--- config.mk ---
export PLATFORM = sky130hd
export DESIGN_NAME = tsdb_top
export DESIGN_NICKNAME = d
export VERILOG_FILES = /design/src/tsdb_pkg.sv /design/src/tsdb_top.sv
export SDC_FILE = /design/constraint.sdc
export NUM_CORES = 1
export LEC_CHECK = 0
export ABC_AREA = 0
export BUFFER_PORTS_ARGS = -buffer_cell sky130_fd_sc_hd__buf_4
export CAP_MARGIN = 20
export CORE_ASPECT_RATIO = 1.75
export CORE_MARGIN = 5
export CORE_UTILIZATION = 25
export CTS_CLUSTER_DIAMETER = 50
export DETAILED_ROUTE_END_ITERATION = 8
export GPL_TIMING_DRIVEN = 0
export PLACE_DENSITY = 0.47
export SLEW_MARGIN = 20
export SYNTH_ARGS = -nofsm -noshare
export SYNTH_HDL_FRONTEND = slang
export SYNTH_SLANG_ARGS = --single-unit
--- constraint.sdc ---
create_clock -name clk_sys -period 5.65 [get_ports clk_sys]
set_input_delay 1.695 -clock clk_sys [delete_from_list [all_inputs] [get_ports clk_sys]]
set_output_delay 1.695 -clock clk_sys [all_outputs]
set_load 0.005 [all_outputs]
--- src/tsdb_pkg.sv ---
// Purpose: Constants for the tape sense data builder
// Assumes: 36-byte fixed-format sense block, 32-bit Avalon-MM register bus
// Notes:   Offsets are byte addresses of word registers
// ==========================================================================
// Package
package tsdb_pkg;
  // ========================================================================
  // Sense byte codes and positions
  localparam logic [7:0] CODE_CURRENT  = 8'h70;
  localparam logic [7:0] CODE_DEFERRED = 8'h71;
  localparam logic [7:0] ADDR_MAX      = 8'h0f;
  localparam int         SENSE_LEN     = 36;
  localparam int         B_CODE        = 0;
  localparam int         B_SEGMENT     = 1;
  localparam int         B_FLAGS       = 2;
  localparam int         B_INFO        = 3;
  localparam int         B_SUSPECT     = 14;
  localparam int         B_CART        = 21;
  localparam int         B_LABEL       = 22;
  localparam int         B_WRAP        = 29;
  localparam int         B_LONGITUDINAL_POSITION        = 30;
  localparam int         B_ADDR        = 34;
  localparam int         FILEMARK_BIT  = 7;
  localparam int         EOM_BIT       = 6;
  localparam int         ILI_BIT       = 5;
  localparam int         CLEAN_BIT     = 3;
  localparam int         VOLV_BIT      = 0;
  localparam int         VALID_BIT     = 7;
  // ========================================================================
  // Register offsets (byte addresses)
  localparam logic [7:0] OFF_EVENT   = 8'h00; // R/W: event bits, held until rewritten; writing bit 8 starts a build
  localparam logic [7:0] OFF_INFO    = 8'h04; // Information value
  localparam logic [7:0] OFF_SUSPECT = 8'h08; // Suspect unit code
  localparam logic [7:0] OFF_STATUS  = 8'h0c; // Drive status bits
  localparam logic [7:0] OFF_LABEL_L = 8'h10; // Label bytes 0..3
  localparam logic [7:0] OFF_LABEL_H = 8'h14; // Label bytes 4..6
  localparam logic [7:0] OFF_LONGITUDINAL_POSITION    = 8'h18; // Longitudinal position
  localparam logic [7:0] OFF_IRQ_ST  = 8'h1c; // Sticky status, read clears
  localparam logic [7:0] OFF_IRQ_MSK = 8'h20; // Interrupt mask
  localparam logic [7:0] OFF_SENSE   = 8'h40; // Sense bytes, 9 words 0x40..0x60
  // ========================================================================
  // Event register field positions
  localparam int EV_DEFERRED = 0;  // Error is deferred
  localparam int EV_FILEMARK = 1;  // Space/read/verify stopped on file mark
  localparam int EV_EW_WRITE = 2;  // Write finished in early warning
  localparam int EV_PAST_EOD = 3;  // Read/space past end of recorded data
  localparam int EV_INTO_BOM = 4;  // Space into beginning of medium
  localparam int EV_LEN_MISM = 5;  // Block length mismatch
  localparam int EV_BUILD    = 8;  // Build sense block now
  // Status register field positions
  localparam int ST_CLEAN  = 0;
  localparam int ST_LOADED = 1;
  localparam int ST_LABELV = 2;
  localparam int ST_WRAP   = 8;    // 8 bits
  localparam int ST_ADDR   = 16;   // 4 bits
  // Interrupt bits
  localparam int IRQ_BUILT = 0;
  localparam int IRQ_CLEAN = 1;
  localparam logic [1:0] IRQ_RESET = 2'h0;
  // Builder states
  typedef enum logic [1:0] {
    TSDB_IDLE  = 2'b00,
    TSDB_BUILD = 2'b01,
    TSDB_DONE  = 2'b11
  } tsdb_state_e;
endpackage : tsdb_pkg

--- src/tsdb_top.sv ---
// Purpose: Builds the fixed-format tape sense block read by an initiator
// Assumes: Firmware posts command outcome over Avalon-MM, then reads sense words
// Notes:   Sense bytes stay frozen between builds so a request-sense returns them
// ==========================================================================
// Functional notes
// [RULE1] Byte 0 is 70h for a current error, 71h for a deferred one.
// [RULE2] Segment byte 1 is always zero.
// [RULE3] Byte 2 bit 7 set when space/read/verify stopped on a file mark.
// [RULE4] Byte 2 bit 6 set when a write ended in the early warning area.
// [RULE5] Bit 6 also set on passing end of data or spacing into medium start.
// [RULE6] Byte 2 bit 5 set when a read/verify block length mismatched.
// [RULE7] Information bytes 3-5 flagged valid only for current errors.
// [RULE8] Byte 14 holds zero or a vendor suspect unit code.
// [RULE9] Byte 21 bit 3 follows the need-cleaning state.
// [RULE10] Byte 21 bit 0 set only when the label contents are valid.
// [RULE11] Bytes 22-28 carry the label when loaded and label valid.
// [RULE12] Byte 29 is the wrap; its LSB gives the direction.
// [RULE13] Bytes 30-33 carry the longitudinal position.
// [RULE14] Byte 34 carries the bus address, always 00h to 0Fh.
// [RULE15] A request-sense read returns the block built for the last condition.
module tsdb_top (
  input  wire logic        clk_sys,
  input  wire logic        rst,
  input  wire logic [7:0]  avs_address,
  input  wire logic        avs_read,
  input  wire logic        avs_write,
  input  wire logic [31:0] avs_writedata,
  input  wire logic [3:0]  avs_byteenable,
  output logic      [31:0] avs_readdata,
  output logic             avs_waitrequest,
  output logic             irq
);
  // ========================================================================
  // Bus handshake: one wait cycle, answer on the second edge
  logic        ack_reg;
  logic        access;
  assign access = (avs_read | avs_write) & ~ack_reg;

  always_ff @(posedge clk_sys) begin
    if (rst) ack_reg <= 1'b0;
    else     ack_reg <= access;
  end
  // Wait flag straight from a flop; idle and reset both hold it high
  always_ff @(posedge clk_sys) begin
    if (rst) avs_waitrequest <= 1'b1;
    else     avs_waitrequest <= ~access;
  end
  logic wr_go;
  logic rd_go;
  assign wr_go = avs_write & ack_reg;
  assign rd_go = avs_read & ack_reg;

  // ========================================================================
  // Software-written configuration registers
  logic [31:0] event_reg;
  logic [23:0] info_reg;
  logic [7:0]  suspect_reg;
  logic [31:0] status_reg;
  logic [55:0] label_reg;
  logic [31:0] longitudinal_position_reg;
  logic [1:0]  irq_mask_reg;
  logic        build_req;
  assign build_req = wr_go && avs_address == tsdb_pkg::OFF_EVENT
                     && avs_writedata[tsdb_pkg::EV_BUILD];

  function automatic logic [31:0] merge(input logic [31:0] old, input logic [31:0] nw,
                                        input logic [3:0] be);
    logic [31:0] r;
    r = old;
    for (int i = 0; i < 4; i++) begin
      if (be[i]) r[8*i +: 8] = nw[8*i +: 8];
    end
    return r;
  endfunction : merge

  // Register writes
  always_ff @(posedge clk_sys) begin
    if (rst) begin
      event_reg    <= 32'h0000_0000;
      info_reg     <= 24'h00_0000;
      suspect_reg  <= 8'h00;
      status_reg   <= 32'h0000_0000;
      label_reg    <= 56'h00_0000_0000_0000;
      longitudinal_position_reg     <= 32'h0000_0000;
      irq_mask_reg <= 2'h0;
    end else if (wr_go) begin
      unique case (avs_address)
        tsdb_pkg::OFF_EVENT:   event_reg   <= merge(event_reg, avs_writedata, avs_byteenable);
        tsdb_pkg::OFF_INFO:    info_reg    <= 24'(merge({8'h00, info_reg}, avs_writedata,
                                                        avs_byteenable));
        tsdb_pkg::OFF_SUSPECT: suspect_reg <= avs_byteenable[0] ? avs_writedata[7:0]
                                                                : suspect_reg;
        tsdb_pkg::OFF_STATUS:  status_reg  <= merge(status_reg, avs_writedata, avs_byteenable);
        tsdb_pkg::OFF_LABEL_L: label_reg[31:0] <= merge(label_reg[31:0], avs_writedata,
                                                        avs_byteenable);
        tsdb_pkg::OFF_LABEL_H: label_reg[55:32] <= 24'(merge({8'h00, label_reg[55:32]},
                                                             avs_writedata, avs_byteenable));
        tsdb_pkg::OFF_LONGITUDINAL_POSITION:    longitudinal_position_reg    <= merge(longitudinal_position_reg, avs_writedata, avs_byteenable);
        tsdb_pkg::OFF_IRQ_MSK: irq_mask_reg <= avs_byteenable[0] ? avs_writedata[1:0]
                                                                 : irq_mask_reg;
        default: ;
      endcase
    end
  end

  // ========================================================================
  // Builder state machine: idle -> build (one cycle) -> done
  tsdb_pkg::tsdb_state_e state_reg;
  tsdb_pkg::tsdb_state_e state_next;
  always_comb begin
    state_next = state_reg;
    unique case (state_reg)
      tsdb_pkg::TSDB_IDLE:  if (build_req) state_next = tsdb_pkg::TSDB_BUILD;
      tsdb_pkg::TSDB_BUILD: state_next = tsdb_pkg::TSDB_DONE;
      tsdb_pkg::TSDB_DONE:  if (build_req) state_next = tsdb_pkg::TSDB_BUILD;
      default:              state_next = tsdb_pkg::TSDB_IDLE;
    endcase
  end
  always_ff @(posedge clk_sys) begin
    if (rst) state_reg <= tsdb_pkg::TSDB_IDLE;
    else     state_reg <= state_next;
  end

  // ========================================================================
  // Sense block assembly; frozen after the build so reads stay consistent
  logic [7:0] sense_reg [tsdb_pkg::SENSE_LEN];
  logic [7:0] sense_next [tsdb_pkg::SENSE_LEN];
  logic       deferred;
  logic       label_ok;
  assign deferred = event_reg[tsdb_pkg::EV_DEFERRED];
  assign label_ok = status_reg[tsdb_pkg::ST_LOADED] & status_reg[tsdb_pkg::ST_LABELV];

  always_comb begin
    for (int i = 0; i < tsdb_pkg::SENSE_LEN; i++) sense_next[i] = 8'h00;
    sense_next[tsdb_pkg::B_CODE] = deferred ? tsdb_pkg::CODE_DEFERRED
                                            : tsdb_pkg::CODE_CURRENT; // RULE1
    sense_next[tsdb_pkg::B_CODE][tsdb_pkg::VALID_BIT] = ~deferred; // RULE7
    sense_next[tsdb_pkg::B_SEGMENT] = 8'h00; // RULE2
    sense_next[tsdb_pkg::B_FLAGS][tsdb_pkg::FILEMARK_BIT] =
      event_reg[tsdb_pkg::EV_FILEMARK]; // RULE3
    sense_next[tsdb_pkg::B_FLAGS][tsdb_pkg::EOM_BIT] =
      event_reg[tsdb_pkg::EV_EW_WRITE] // RULE4
      | event_reg[tsdb_pkg::EV_PAST_EOD] | event_reg[tsdb_pkg::EV_INTO_BOM]; // RULE5
    sense_next[tsdb_pkg::B_FLAGS][tsdb_pkg::ILI_BIT] = event_reg[tsdb_pkg::EV_LEN_MISM]; // RULE6
    // Information bytes are zeroed for deferred errors, valid bit clear
    for (int i = 0; i < 3; i++) begin
      sense_next[tsdb_pkg::B_INFO + i] = deferred ? 8'h00 : info_reg[8*(2-i) +: 8]; // RULE7
    end
    sense_next[tsdb_pkg::B_SUSPECT] = suspect_reg; // RULE8
    sense_next[tsdb_pkg::B_CART][tsdb_pkg::CLEAN_BIT] = status_reg[tsdb_pkg::ST_CLEAN]; // RULE9
    sense_next[tsdb_pkg::B_CART][tsdb_pkg::VOLV_BIT] = label_ok; // RULE10
    for (int i = 0; i < 7; i++) begin
      sense_next[tsdb_pkg::B_LABEL + i] = label_ok ? label_reg[8*i +: 8] : 8'h00; // RULE11
    end
    sense_next[tsdb_pkg::B_WRAP] = status_reg[tsdb_pkg::ST_WRAP +: 8]; // RULE12
    for (int i = 0; i < 4; i++) begin
      sense_next[tsdb_pkg::B_LONGITUDINAL_POSITION + i] = longitudinal_position_reg[8*(3-i) +: 8]; // RULE13
    end
    // Only four address bits exist, so the value never passes 0Fh
    sense_next[tsdb_pkg::B_ADDR] = {4'h0, status_reg[tsdb_pkg::ST_ADDR +: 4]}; // RULE14
  end

  // Capture on build only
  always_ff @(posedge clk_sys) begin
    if (rst) begin
      for (int i = 0; i < tsdb_pkg::SENSE_LEN; i++) sense_reg[i] <= 8'h00;
    end else if (state_reg == tsdb_pkg::TSDB_BUILD) begin
      for (int i = 0; i < tsdb_pkg::SENSE_LEN; i++) sense_reg[i] <= sense_next[i]; // RULE15
    end
  end

  // ========================================================================
  // Interrupts: sticky, read of status clears, set wins over clear
  logic [1:0] irq_st_reg;
  logic       clean_d_reg;
  logic [1:0] irq_set;
  logic [1:0] irq_st_next;
  logic       st_rd;
  assign st_rd = rd_go && avs_address == tsdb_pkg::OFF_IRQ_ST;
  assign irq_set[tsdb_pkg::IRQ_BUILT] = state_reg == tsdb_pkg::TSDB_BUILD;
  assign irq_set[tsdb_pkg::IRQ_CLEAN] = status_reg[tsdb_pkg::ST_CLEAN] & ~clean_d_reg;
  // Clear only the bits the read reported, so a set landing mid-read survives
  assign irq_st_next = (st_rd ? irq_st_reg & ~avs_readdata[1:0] : irq_st_reg) | irq_set;
  always_ff @(posedge clk_sys) begin
    if (rst) begin
      irq_st_reg  <= tsdb_pkg::IRQ_RESET;
      clean_d_reg <= 1'b0;
      irq         <= 1'b0;
    end else begin
      irq_st_reg  <= irq_st_next;
      clean_d_reg <= status_reg[tsdb_pkg::ST_CLEAN];
      irq         <= |(irq_st_next & irq_mask_reg);
    end
  end

  // ========================================================================
  // Read data, registered at the first edge, the one that drops waitrequest
  logic [31:0] rd_mux;
  logic [5:0]  widx;
  // Six index bits so addresses above the sense window cannot alias into it
  assign widx = 6'((avs_address - tsdb_pkg::OFF_SENSE) >> 2);
  always_comb begin
    rd_mux = 32'h0000_0000;
    if (avs_address >= tsdb_pkg::OFF_SENSE && widx < 6'h09) begin
      // Sense byte 4n in the low lane
      for (int b = 0; b < 4; b++) rd_mux[8*b +: 8] = sense_reg[int'(widx) * 4 + b];
    end else begin
      unique case (avs_address)
        tsdb_pkg::OFF_EVENT:   rd_mux = event_reg;
        tsdb_pkg::OFF_INFO:    rd_mux = {8'h00, info_reg};
        tsdb_pkg::OFF_SUSPECT: rd_mux = {24'h00_0000, suspect_reg};
        tsdb_pkg::OFF_STATUS:  rd_mux = status_reg;
        tsdb_pkg::OFF_LABEL_L: rd_mux = label_reg[31:0];
        tsdb_pkg::OFF_LABEL_H: rd_mux = {8'h00, label_reg[55:32]};
        tsdb_pkg::OFF_LONGITUDINAL_POSITION:    rd_mux = longitudinal_position_reg;
        tsdb_pkg::OFF_IRQ_ST:  rd_mux = {30'h0, irq_st_reg};
        tsdb_pkg::OFF_IRQ_MSK: rd_mux = {30'h0, irq_mask_reg};
        default:               rd_mux = 32'h0000_0000;
      endcase
    end
  end
  // Data is valid while waitrequest is low
  always_ff @(posedge clk_sys) begin
    if (rst)         avs_readdata <= 32'h0000_0000;
    else if (access) avs_readdata <= rd_mux;
  end

  // ========================================================================
  // Checks
  chk_code_select: assert property (@(posedge clk_sys) disable iff (rst) // RULE1
    state_reg == tsdb_pkg::TSDB_BUILD |=> sense_reg[0][6:0] ==
      ($past(deferred) ? 7'h71 : 7'h70)) else $error("bad error code");
  chk_segment_zero: assert property (@(posedge clk_sys) disable iff (rst) // RULE2
    sense_reg[tsdb_pkg::B_SEGMENT] == 8'h00) else $error("segment nonzero");
  chk_filemark_flag: assert property (@(posedge clk_sys) disable iff (rst) // RULE3
    state_reg == tsdb_pkg::TSDB_BUILD |=> sense_reg[2][7] == $past(event_reg[1]))
    else $error("file mark flag wrong");
  chk_eom_flag: assert property (@(posedge clk_sys) disable iff (rst) // RULE4
    state_reg == tsdb_pkg::TSDB_BUILD |=> sense_reg[2][6] == $past(|event_reg[4:2]))
    else $error("end of media flag wrong");
  chk_eom_eod: assert property (@(posedge clk_sys) disable iff (rst) // RULE5
    state_reg == tsdb_pkg::TSDB_BUILD && event_reg[3] |=> sense_reg[2][6])
    else $error("past data not flagged");
  chk_len_flag: assert property (@(posedge clk_sys) disable iff (rst) // RULE6
    state_reg == tsdb_pkg::TSDB_BUILD |=> sense_reg[2][5] == $past(event_reg[5]))
    else $error("length flag wrong");
  chk_valid_current: assert property (@(posedge clk_sys) disable iff (rst) // RULE7
    sense_reg[0][7] |-> sense_reg[0][6:0] == 7'h70) else $error("valid on deferred");
  chk_suspect_copy: assert property (@(posedge clk_sys) disable iff (rst) // RULE8
    state_reg == tsdb_pkg::TSDB_BUILD |=> sense_reg[14] == $past(suspect_reg))
    else $error("suspect code wrong");
  chk_clean_follow: assert property (@(posedge clk_sys) disable iff (rst) // RULE9
    state_reg == tsdb_pkg::TSDB_BUILD |=> sense_reg[21][3] == $past(status_reg[0]))
    else $error("clean flag wrong");
  chk_label_gate: assert property (@(posedge clk_sys) disable iff (rst) // RULE10
    !sense_reg[21][0] |-> sense_reg[22] == 8'h00) else $error("label without valid");
  // Top label byte checked so a short copy loop would be caught
  chk_label_copy: assert property (@(posedge clk_sys) disable iff (rst) // RULE11
    state_reg == tsdb_pkg::TSDB_BUILD && label_ok |=> sense_reg[28] == $past(label_reg[55:48]))
    else $error("label byte wrong");
  chk_wrap_copy: assert property (@(posedge clk_sys) disable iff (rst) // RULE12
    state_reg == tsdb_pkg::TSDB_BUILD |=> sense_reg[29] == $past(status_reg[15:8]))
    else $error("wrap byte wrong");
  chk_longitudinal_position_order: assert property (@(posedge clk_sys) disable iff (rst) // RULE13
    state_reg == tsdb_pkg::TSDB_BUILD |=> sense_reg[30] == $past(longitudinal_position_reg[31:24]))
    else $error("position byte order wrong");
  chk_addr_range: assert property (@(posedge clk_sys) disable iff (rst) // RULE14
    sense_reg[tsdb_pkg::B_ADDR] <= tsdb_pkg::ADDR_MAX) else $error("address out of range");
  // Block must not drift between builds, or a late fetch sees a mixed block
  chk_sense_frozen: assert property (@(posedge clk_sys) disable iff (rst) // RULE15
    state_reg != tsdb_pkg::TSDB_BUILD |=> $stable(sense_reg[2]) && $stable(sense_reg[34]))
    else $error("sense changed without build");
  chk_bus_answer: assert property (@(posedge clk_sys) disable iff (rst)
    avs_read && avs_waitrequest |=> !avs_waitrequest) else $error("late answer");
  chk_write_answer: assert property (@(posedge clk_sys) disable iff (rst)
    avs_write && avs_waitrequest |=> !avs_waitrequest) else $error("late write answer");
  cov_deferred: cover property (@(posedge clk_sys) sense_reg[0] == 8'h71);
  cov_eom: cover property (@(posedge clk_sys) sense_reg[2][6]);
  cov_irq: cover property (@(posedge clk_sys) irq);
  cov_label_valid: cover property (@(posedge clk_sys) sense_reg[21][0]);
  cov_read_clear: cover property (@(posedge clk_sys) st_rd && irq_st_reg != 2'h0);
endmodule : tsdb_top

# Word level (Yosys, flattened, before mapping)
# Memory sizes are Yosys's and may differ from the RTL's.
# Cells that the tools add are included.
[word_totals] latchBits=0 ram_bits=288 wordCells=190 rom_bits=0 inputBits=48 regBits=226 output_inout_bits=34 mem_count=1
[mem_list] name="sense_reg" depth=36 width=8 rd=4 rd_clocked_by_memory_dff=0 write_ports=36 line_no="tsdb_top.sv:126" rtl="logic [7:0] sense_reg [tsdb_pkg::SENSE_LEN];"
[op_classes] eq_ne=11 order_cmp=2 n_div=0 addsub=4 n_shift=0 bitwise=52 n_reduce_logical=32 multipliers=0 n_mux=57
[op_table] operator="two-way mux 8 bit" n=46
[op_table] operator="one-hot mux 32 bit (9 select lines)" n=1
[op_table] operator="AND reduction 3 bit" n=24
[op_table] operator="OR 1 bit" n=39
[op_table] operator="equality test 8 x 5 -> 1 bit (second input constant)" n=4
[op_table] operator="two-way mux 32 bit" n=1
[op_table] operator="equality test 8 x 4 -> 1 bit (second input constant)" n=2
[op_table] operator="adder 6 x 2 -> 6 bit (second input constant)" n=2
[op_table] operator="equality test 8 x 3 -> 1 bit (second input constant)" n=1
[op_table] operator="equality test 8 x 6 -> 1 bit (second input constant)" n=1
[op_table] operator="greater-or-equal comparator 8 x 7 -> 1 bit (second input constant)" n=1
[op_table] operator="logical NOT 8 bit" n=1
[op_table] operator="subtractor 8 x 7 -> 8 bit (second input constant)" n=1
[op_table] operator="adder 6 x 1 -> 6 bit (second input constant)" n=1
[op_table] operator="less-than comparator 6 x 4 -> 1 bit (second input constant)" n=1
[op_table] operator="two-way mux 1 bit" n=6
[op_table] operator="AND 1 bit" n=5
[op_table] operator="AND 2 bit" n=2
[op_table] operator="logical AND 1 bit" n=4
[op_table] operator="two-way mux 2 bit" n=2
[op_table] operator="inverter 1 bit" n=4
[op_table] operator="one-hot mux 2 bit (2 select lines)" n=1
[op_table] operator="OR reduction 2 bit" n=2
[op_table] operator="equality test 2 x 1 -> 1 bit (second input constant)" n=1
[op_table] operator="5 further kinds" n=5

# Logic depth before layout (Yosys ltp)
# Gate-level depths: netlist of the first run.
[logic_depth] ltp_word=6 mapped_depth=8 mapped_depth_nobuf=6

# Least setup slack after synthesis of the first run
# OpenSTA, ideal clock, no wires.
[synth_path] kind="input to register" startpoint="input port rst" endpoint="memory sense_reg[0][0], enable pin" path_stages=3 arrival_time_ps=3989 setup_time_ps=440 setup_slack_ps=1222 required_ps=5210 cell_sequence="clkbuf_1 clkbuf_1 or2_2"
[synth_rtl] item="from (decl)" line_no="tsdb_top.sv:23" rtl="input wire logic rst,"
[synth_rtl] item="to (decl)" line_no="tsdb_top.sv:126"

# Final worst setup path of the first run
[layout_path] startpoint="input port avs_address[5]" endpoint="register avs_readdata[17]"
[layout_via] elab_chain_cells=4
[layout_rtl] item="from (decl)" line_no="tsdb_top.sv:24" rtl="input wire logic [7:0] avs_address,"
[layout_rtl] item="subtractor 8 x 7 -> 8 bit" line_no="tsdb_top.sv:201" rtl="assign widx = 6'((avs_address - tsdb_pkg::OFF_SENSE) >> 2);"
[layout_rtl] item="adder 6 x 2 -> 6 bit / less-than comparator 6 x 4 -> 1 bit (equally long branches)" line_no="tsdb_top.sv:206, tsdb_top.sv:204"
[layout_rtl] item="memory read (36 x 8 bit) / logical AND 1 bit (equally long branches)"
[layout_rtl] item="two-way mux 32 bit (*)" line_no="tsdb_top.sv:204" rtl="if (avs_address >= tsdb_pkg::OFF_SENSE && widx < 6'h09) begin"
[layout_rtl] item="to (signal assigned)" line_no="tsdb_top.sv:225" rtl="else if (access) avs_readdata <= rd_mux;"
[layout_rtl] item="to (decl)" line_no="tsdb_top.sv:29" rtl="output logic [31:0] avs_readdata,"
# Mark *: on every way between the ends. The rest lies on a longest branch, timed or not.
# A chain may end at the register's enable or synchronous reset.

==> run metrics, run 1 <==
EDFF count, synth=139; Comb pwr share=11.3%; Internal Power=4480 uW; Die Y=344 um; clock power share=38.8%; Main synth FF type=dfxtp_1; slowest CP cell=clkbuf_1; unique cell type count in the Yosys netlist=59; Cell Rows=122; mapped cell area=15900 sq um; critical path class=primary input to flip-flop; CP max FO=10; clk slew on worst S/H paths=0.07 ns; final setup vio count=0; buffers plus inverters on the worst setup path=4; max_cap viols=0; share of cells above drive strength 1=12.9%; Startpoint Class=primary input; Worst Setup End Kind=flip-flop; Top cell by count, worst path=clkbuf_1; switch share=28.4%; CTS sink count=366; Post-CTS Resized=0; RSZ-0062 raised after global routing=false; worst path required time=6.13 ns; Yosys reg bits=366; Final Hold Slack=0.458 ns; crit-path cells=buf_2 -> buf_1 -> clkbuf_1 -> clkbuf_1 -> a221oi_1 -> o31ai_1; 1st-iter DRT viols=1161; H-tree Lvls=2; PD cells=334 nW/um^2; clock root buffer=clkbuf_16; total core area=63200 sq um; GRT overflow=0; antenna violations before repair=1; Rel. slew slack=18.2%; leakage power=0.00653 uW; # diodes=0; total power=6270 uW; net switching power figure=1780 uW; die extent in x=201 um; pre-CTS setup slack=0.894 ns; GP Congestion=0.979; Sequential Power Share=49.9%; pin count of the biggest net entering global routing=52; Synth async-reset ratio=0%; Final Critical Period=4.19 ns; Max Slew Vio Count=0; CP peak stage delay=0.94 ns; Setup Skew=0.0273 ns; yosys warns=0; Final nets=1700; fin util=29.7%; routed vias=13000; vias in the first global route=13100; Syn Inst Count=1528; Avg Inst Size Synth=10.4 sq um; Cells on Worst Hold Path=2; Stages on worst setup path=6; crit path DAT=4.67 ns; final cycle utilization of the critical path=74.1%; I/O Buffers=76; Placed Cells=2416; Seq/Total Area, Yosys=54.7%; Routed Antenna Nets=0; Skew-Pair Late Insertion Delay=0.57 ns; outcome=finished clean; first-pass GRT wire length=103 mm; CTS tree=yes; # hold bufs at CTS=0; final wirelength=75.2 mm; dpl hpwl=58.3 mm; die area=69100 sq um; non-filler cells, final=2486; Vias/cell=5.23; gr usage total=21.0%; drt wl/cell=30.2 um; I/O Pins=82; Final Hold Fails=0; Crit path max-delay family=buffers and inverters; fin worst setup slack=1.46 ns; Least-Margin Pin Slew=1.23 ns; Residual DRC=0; Max Clk Rate=239 MHz; Syn Nets=1578; max FFs per register=140; Num CTS Buffers=38; Area growth syn-to-layout=17.7%; VDD IR max=0.165 mV; Hold WC Path Type=flip-flop to flip-flop; CTS Buffer Depth=3; Setup Fix Bufs, Post-CTS=0; FF-to-FF path depth=7; Initial Util=25.2%; drt first pass iters=6
cells by family (layout without fill, tap and decap cells):
| kind of cell | after synthesis | in the layout | synth area share, % |
|---|---|---|---|
| DFF | 366 | 366 | 54.7 |
| adders and majority gates | 2 | 2 | 0.157 |
| buffers and inverters | 115 | 267 | 2.94 |
| AOI/OAI and AO/OA | 276 | 276 | 11.4 |
| muxes | 197 | 197 | 12.6 |
| and+or+nand+nor | 572 | 572 | 18.3 |
layer usage:
layer	share of wire (%)	up-vias	track usage [%]
met5	0.0080	-	0
met3	5.0	208	2.96
met2	52	574	38.6
met4	9.7	2	16.9
met1	34	6468	21.2
li1	-	5760	-
through the flow:
| stage | instance area (sq um) | setup TNS, ns |
|---|---|---|
| after floorplan | 15900 | 0 |
| after global placement | 17500 | -64.77 |
| after detailed placement | 17600 | 0 |
| after CTS | 18800 | 0 |
| after global routing | 18800 | 0 |
| final | 18800 | 0 |
cell usage after synthesis (2+ instances only):
master	instances	share of area, %
nor4_1	5	0.20
or3_1	3	0.12
o2bb2ai_1	5	0.27
nand4_1	3	0.12
a221oi_1	26	1.4
a31o_2	2	0.11
a31oi_1	4	0.16
ha_1	2	0.16
and3_1	11	0.43
o21ai_0	40	1.3
a32o_1	4	0.25
a21oi_1	94	3.0
or2_2	2	0.078
nor2_4	3	0.21
nor3_4	2	0.20
edfxtp_1	139	26
buf_2	30	0.94
buf_1	4	0.094
nor3b_1	5	0.24
nand2_1	111	2.6
nor3_1	11	0.35
nand2b_1	5	0.20
a211oi_1	3	0.14
o31ai_1	5	0.24
mux2i_1	170	11
nand3b_1	4	0.19
o22ai_1	21	0.82
and2_1	135	5.3
a22o_1	8	0.44
or4_1	2	0.094
dfxtp_1	227	29
inv_1	5	0.12
clkbuf_1	76	1.8
nand3_1	85	2.7
mux2_2	27	1.9
nor2_2	9	0.35
a222oi_1	5	0.31
nor2b_1	20	0.78
o221ai_1	11	0.60
a22oi_1	37	1.7
nor2_1	148	3.5
a221o_1	2	0.13
power by group through the flow:
stage	Combinational, uW	Clock, uW	Sequential, uW
after CTS	702	2460	3130
after floorplan	324	0	3100
after detailed placement	701	0	3180
after global routing	726	2570	3130
final	707	2430	3130
after global placement	666	0	3210
placed cells by master (no fill, tap or decap), types with 4 or more instances in the layout:
cell type,n
a21oi_1,94
a221oi_1,26
a222oi_1,5
a22o_1,8
a22oi_1,37
a31oi_1,4
a32o_1,4
and2_1,135
and3_1,11
buf_1,4
buf_2,31
buf_4,78
clkbuf_1,87
clkbuf_16,38
clkinv_1,6
dfxtp_1,227
edfxtp_1,139
inv_1,5
mux2_2,27
mux2i_1,170
nand2_1,111
nand2b_1,5
nand3_1,85
nand3b_1,4
nor2_1,148
nor2_2,9
nor2b_1,20
nor3_1,10
nor3b_1,5
nor4_1,5
o21ai_0,40
o221ai_1,11
o22ai_1,21
o2bb2ai_1,5
o31ai_1,5
tightest hold or removal path, cell delays in order, from the launching register on:
cell and delay [ns]:
dfxtp_1 0.31, nand2_1 0.05, a21oi_1 0.05
final cells by class:
cell class / instances / area (sq um)
Buffer: 110 / 450
Clock buffer: 52 / 1030
Clock inverter: 18 / 120
Fill cell: 6638 / 44400
Inverter: 5 / 18.8
Multi-Input combinational cell: 1047 / 6760
Sequential cell: 366 / 8720
Tap cell: 806 / 1010
Timing Repair Buffer: 82 / 658
final timing paths:
check | from | endpoint | slack (ns)
max | avs_address[5] | avs_readdata[17] | 1.46
min reg2reg | status_reg[29] | avs_readdata[29] | 0.46
min | status_reg[29] | avs_readdata[29] | 0.46
max reg2reg | state_reg[0] | sense_reg[27][3] | 2.01
Note: power is estimated with default switching activity, not from simulation.
==> run 2, diff against run 1 <==
- PLACE_DENSITY: 0.47 -> 0.49
- clock period: 5.65 -> 3.75 ns (I/O delays scaled with it)
==> run 2 against run 1 <==
Count of clock-buffer cells in the layout decreased by 3. Power increased by 51%. Clock power increased by 52%. Register-to-register slack got worse by 1.9 ns. Non-clock buffer count decreased by 2. Sequential share of layout area about the same. Global-route usage decreased by 0.23 points. Combinational power increased by 51%. Wire length decreased by 0.72%. First-iteration DRC count decreased by 3.0%. Setup slack got worse by 1.5 ns.
==> run metrics, run 2 (synthesis results as in run 1) <==
outcome=finished clean; Vias/cell=5.22 (-0.36%); total power=9440 uW (+51%); CTS Buffer Depth=3 (unchanged); I/O Pins=82 (unchanged); CTS sink count=366 (unchanged); max FFs per register=140 (unchanged); I/O Buffers=76 (unchanged); Final nets=1695 (-0.29%); first-pass GRT wire length=101 mm (-1.7%); Initial Util=25.2% (unchanged); crit path DAT=4.21 ns (-0.46 ns); 1st-iter DRT viols=1126 (-3.0%); die area=69100 sq um (unchanged); antenna violations before repair=1 (unchanged); final cycle utilization of the critical path=99.9%; Hold WC Path Type=flip-flop to flip-flop; Max Slew Vio Count=0 (unchanged); reg2reg setup slack=0.09 ns (-1.92 ns); GP Congestion=0.989 (+1.0%); Area growth syn-to-layout=17.7% (about the same); Die Y=344 um (unchanged); Startpoint Class=primary input; final wirelength=74.6 mm (-0.72%); clk slew on worst S/H paths=0.07 ns (about the same); leakage power=0.00653 uW (about the same); max_cap viols=0 (unchanged); Setup Skew=0.0189 ns (-0.00835 ns); die extent in x=201 um (unchanged); RSZ-0062 raised after global routing=false; # hold bufs at CTS=0 (unchanged); dpl hpwl=57.9 mm (-0.74%); Cell Rows=122 (unchanged); worst path required time=4.22 ns (-1.91 ns); GRT overflow=0 (unchanged); total core area=63200 sq um (unchanged); Skew-Pair Late Insertion Delay=0.56 ns (about the same); Least-Margin Pin Slew=1.17 ns (-0.0532 ns); CP max FO=10 (unchanged); pin count of the biggest net entering global routing=51 (-1.9%); clock root buffer=clkbuf_16; critical path class=primary input to flip-flop; drt wl/cell=30.1 um (-0.44%); commonest non-fill, non-tap cell in the layout=dfxtp_1; non-filler cells, final=2479 (-0.28%); Rel. slew slack=21.7% (+3.5 points); share of cells above drive strength 1=12.9% (about the same); most frequent cells in the layout=dfxtp_1, mux2i_1, nor2_1; FILL cells=6696 (+0.87%); Residual DRC=0 (unchanged); multi-input logic area=6770 sq um (about the same); H-tree Lvls=2 (unchanged); drt first pass iters=5 (-1); Final Critical Period=3.74 ns; Max Clk Rate=267 MHz; PD cells=504 nW/um^2 (+51%); final setup vio count=0 (unchanged); gr usage total=20.8% (-0.23 points); Final Hold Fails=0 (unchanged); Worst Setup End Kind=flip-flop; routed vias=12900 (-0.64%); Placed Cells=2414 (-0.083%); Setup Fix Bufs, Post-CTS=0 (unchanged); VDD IR max=0.251 mV (+53%); pre-CTS setup slack=-0.472 ns (-1.37 ns); Post-CTS Resized=0 (unchanged); CTS tree=yes; Num CTS Buffers=35 (-7.9%); area occupied by registers=8720 sq um (unchanged); fin worst setup slack=0.00519 ns (-1.46 ns); Routed Antenna Nets=0 (unchanged); vias in the first global route=12800 (-1.9%)
[run 2: layer usage]
layer  global-route usage (%)  part of all wire, %  vias up
met2                     37.9                   51      572
li1                         -                    -     5760
met5                        0                    0        -
met1                     20.4                   33     6368
met4                     18.5                   11        0
met3                     3.05                  4.9      229
[run 2: critical path: stages]
cell and delay (ns):
buf_2 0.25, buf_1 0.56, clkbuf_1 0.61, clkbuf_1 0.90, a221oi_1 0.40, o31ai_1 0.32
[run 2: stage by stage]
stage	setup TNS (ns)	hold slack (ns)	utilization, %	instance area [sq um]
2_1_floorplan	0	0.430	-	15900
3_3_place_gp	-109.69	0.444	27.7	17500
3_5_place_dp	-14.28	0.442	27.9	17600
4_1_cts	0	0.455	29.7	18700
5_1_grt	0	0.467	29.7	18800
6_report	0	0.453	29.7	18800
[run 2: area by class of cell]
type | count | share of cell area, %
Sequential cell | 366 | 46.5
Multi-Input combinational cell | 1047 | 36.1
Tap cell | 806 | 5.38
Clock buffer | 49 | 5.16
Timing Repair Buffer | 80 | 3.44
Buffer | 110 | 2.40
Clock inverter | 15 | 0.941
Inverter | 5 | 0.100
Antenna cell | 1 | 0.0133
[run 2: path summary, 6_finish.rpt]
kind / start / end / cells after the start
worst max-delay path: avs_address[5] / avs_readdata[16] / 6
worst min-delay path: status_reg[29] / avs_readdata[29] / 2
worst max register to register: state_reg[1] / sense_reg[27][3] / 8
worst min register to register: status_reg[29] / avs_readdata[29] / 2
[run 2: power breakdown]
group	switching (uW)	internal [uW]	leakage, uW
Sequential	178	4510	0.00329
Combinational	780	286	0.00268
Clock	1650	2040	0.000560
Total	2600	6840	0.00653
==> run 3, diff against run 2 <==
- RECOVER_POWER: unset -> 25
==> run 3 against run 2 <==
The flow now finishes with violations (setup timing). Non-clock buffer count unchanged. Utilization about the same. Flip-flop and latch count unchanged. Register-to-register slack improved by 0.05 ns. Worst hold slack about the same. First-iteration DRC count decreased by 0.89%. Sequential power about the same. Critical path depth unchanged. Die area unchanged. Global-route usage unchanged. Highest routed layer unchanged.
==> run metrics, run 3 (synthesis results as in run 1) <==
clock root buffer=clkbuf_16; Hold WC Path Type=flip-flop to flip-flop; drt first pass iters=5 (unchanged); final cycle utilization of the critical path=101% (+1.0 points); I/O Buffers=76 (unchanged); Residual DRC=0 (unchanged); net switching power figure=2610 uW (+0.19%); gr busiest metal=met2; most frequent cells in the layout=dfxtp_1, mux2i_1, nor2_1; worst path required time=4.22 ns (about the same); Initial Util=25.2% (unchanged); Final Hold Fails=0 (unchanged); post-layout instance area=18700 sq um (-0.15%); Vias/cell=5.21 (about the same); RSZ-0062 raised after global routing=false; Post-CTS Resized=0 (unchanged); CTS Buffer Depth=3 (unchanged); clk slew on worst S/H paths=0.07 ns (about the same); Least-Margin Pin Slew=1.17 ns (-0.00435 ns); # diodes=0 (-1); pin count of the biggest net entering global routing=51 (unchanged); Num CTS Buffers=35 (unchanged); GRT overflow=0 (unchanged); I/O Pins=82 (unchanged); Rel. slew slack=22.0% (+0.29 points); GP Congestion=0.989 (unchanged); Routed Antenna Nets=0 (unchanged); # hold bufs at CTS=0 (unchanged); Internal Power=6830 uW (about the same); critical path class=primary input to flip-flop; CP max FO=10 (unchanged); Max Slew Vio Count=0 (unchanged); final wirelength=74.6 mm (about the same); Area growth syn-to-layout=17.5%; Cell Rows=122 (unchanged); first-pass GRT wire length=101 mm (unchanged); gr usage total=20.8% (unchanged); total core area=63200 sq um (unchanged); share of cells above drive strength 1=12.6% (-0.36 points); Startpoint Class=primary input; VDD IR max=0.251 mV (about the same); grt met3 use=3.05% (unchanged); die extent in x=201 um (unchanged); Comb pwr share=11.2% (about the same); clock power share=39.1% (about the same); max_cap viols=0 (unchanged); Top cell by count, worst path=clkbuf_1; Final Hold Slack=0.453 ns (-0.000419 ns); met2 usage=37.9% (unchanged); crit-path cells=buf_2 -> buf_1 -> clkbuf_1 -> clkbuf_1 -> a221oi_1 -> o31ai_1; pre-CTS setup slack=-0.472 ns (unchanged); vias in the first global route=12800 (unchanged); commonest non-fill, non-tap cell in the layout=dfxtp_1; final setup vio count=2 (+2); dpl hpwl=57.9 mm (unchanged); non-filler cells, final=2478 (-0.040%); crit path DAT=4.26 ns (+0.05 ns); max FFs per register=140 (unchanged); Setup Skew=0.0189 ns (-0.0000358 ns); 1st-iter DRT viols=1116 (-0.89%); Skew-Pair Late Insertion Delay=0.56 ns (about the same); CP peak stage delay=0.92 ns (+0.02 ns); leakage power=0.00645 uW (-1.2%); placed cell areas=17600 sq um (unchanged); failing checks=setup timing; GR Util met1=20.4% (unchanged); switch share=27.6% (+0.053 points); buffers plus inverters on the worst setup path=4 (unchanged); Worst Setup End Kind=flip-flop; Crit path max-delay family=buffers and inverters; drt wl/cell=30.1 um (about the same); PD cells=504 nW/um^2 (+0.15%); Placed Cells=2414 (unchanged); fin worst setup slack=-0.0325 ns (-0.0377 ns); CTS sink count=366 (unchanged); Sequential Power Share=49.6% (about the same); Die Y=344 um (unchanged); Final nets=1695 (unchanged); slowest CP cell=clkbuf_1; Final Critical Period=3.78 ns (+0.0377 ns); Max Clk Rate=264 MHz (-1.0%); routed vias=12900 (-0.12%); H-tree Lvls=2 (unchanged); outcome=complete, but fails checks; die area=69100 sq um (unchanged); fin util=29.6% (-0.044 points); CTS tree=yes; Setup Fix Bufs, Post-CTS=0 (unchanged); antenna violations before repair=1 (unchanged)
## run 3: changes by cell type in the layout (fill, tap and decap cells not counted), moves of 6 or more
cell / previous run / this run
clkbuf_4: 0 / 30
and2_1: 135 / 95
and2_0: 0 / 40
clkbuf_1: 86 / 92
buf_4: 77 / 41
## run 3: final timing paths
check	from	end	slack, ns	cells after the start
worst max-delay path	avs_address[5]	avs_readdata[16]	-0.03	6
worst min-delay path	status_reg[29]	avs_readdata[29]	0.45	2
worst min register to register	status_reg[29]	avs_readdata[29]	0.45	2
worst max register to register	state_reg[1]	sense_reg[27][3]	0.14	8
## run 3: metal layers
metal / vias up / share of wire, %
met5: - / 0
met4: 0 / 11
met3: 222 / 5.3
met2: 591 / 51
met1: 6339 / 33
li1: 5762 / -
## run 3: tightest hold or removal path, delay by kind of cell, from the launching register on
family / cells / cell delay (ns)
simple gates: 1 / 0.05
flops: 1 / 0.31
compound gates: 1 / 0.05
## run 3: metrics by stage
step | total power (uW) | setup TNS, ns
3_5_place_dp | 5830 | -14.28
3_3_place_gp | 5800 | -109.69
4_1_cts | 9500 | 0
2_1_floorplan | 5160 | 0
6_report | 9440 | -0.0402
5_1_grt | 9670 | 0
## run 3: area by class of cell
type                       count  area [sq um]
fill                        6695         44500
timing repair buffer          80           623
sequential                   366          8720
inverter                       5          18.8
clock buffer                  49           968
clock inverter                15           176
tap                          806          1010
buffer                       110           450
multi-input combinational   1047          6760
## run 3: power groups by stage
stage | clock network [uW] | registers [uW] | logic (uW)
after CTS | 3760 | 4690 | 1060
after detailed placement | 0 | 4780 | 1050
after global routing | 3870 | 4700 | 1090
after global placement | 0 | 4790 | 1000
final | 3700 | 4690 | 1060
after floorplan | 0 | 4670 | 490
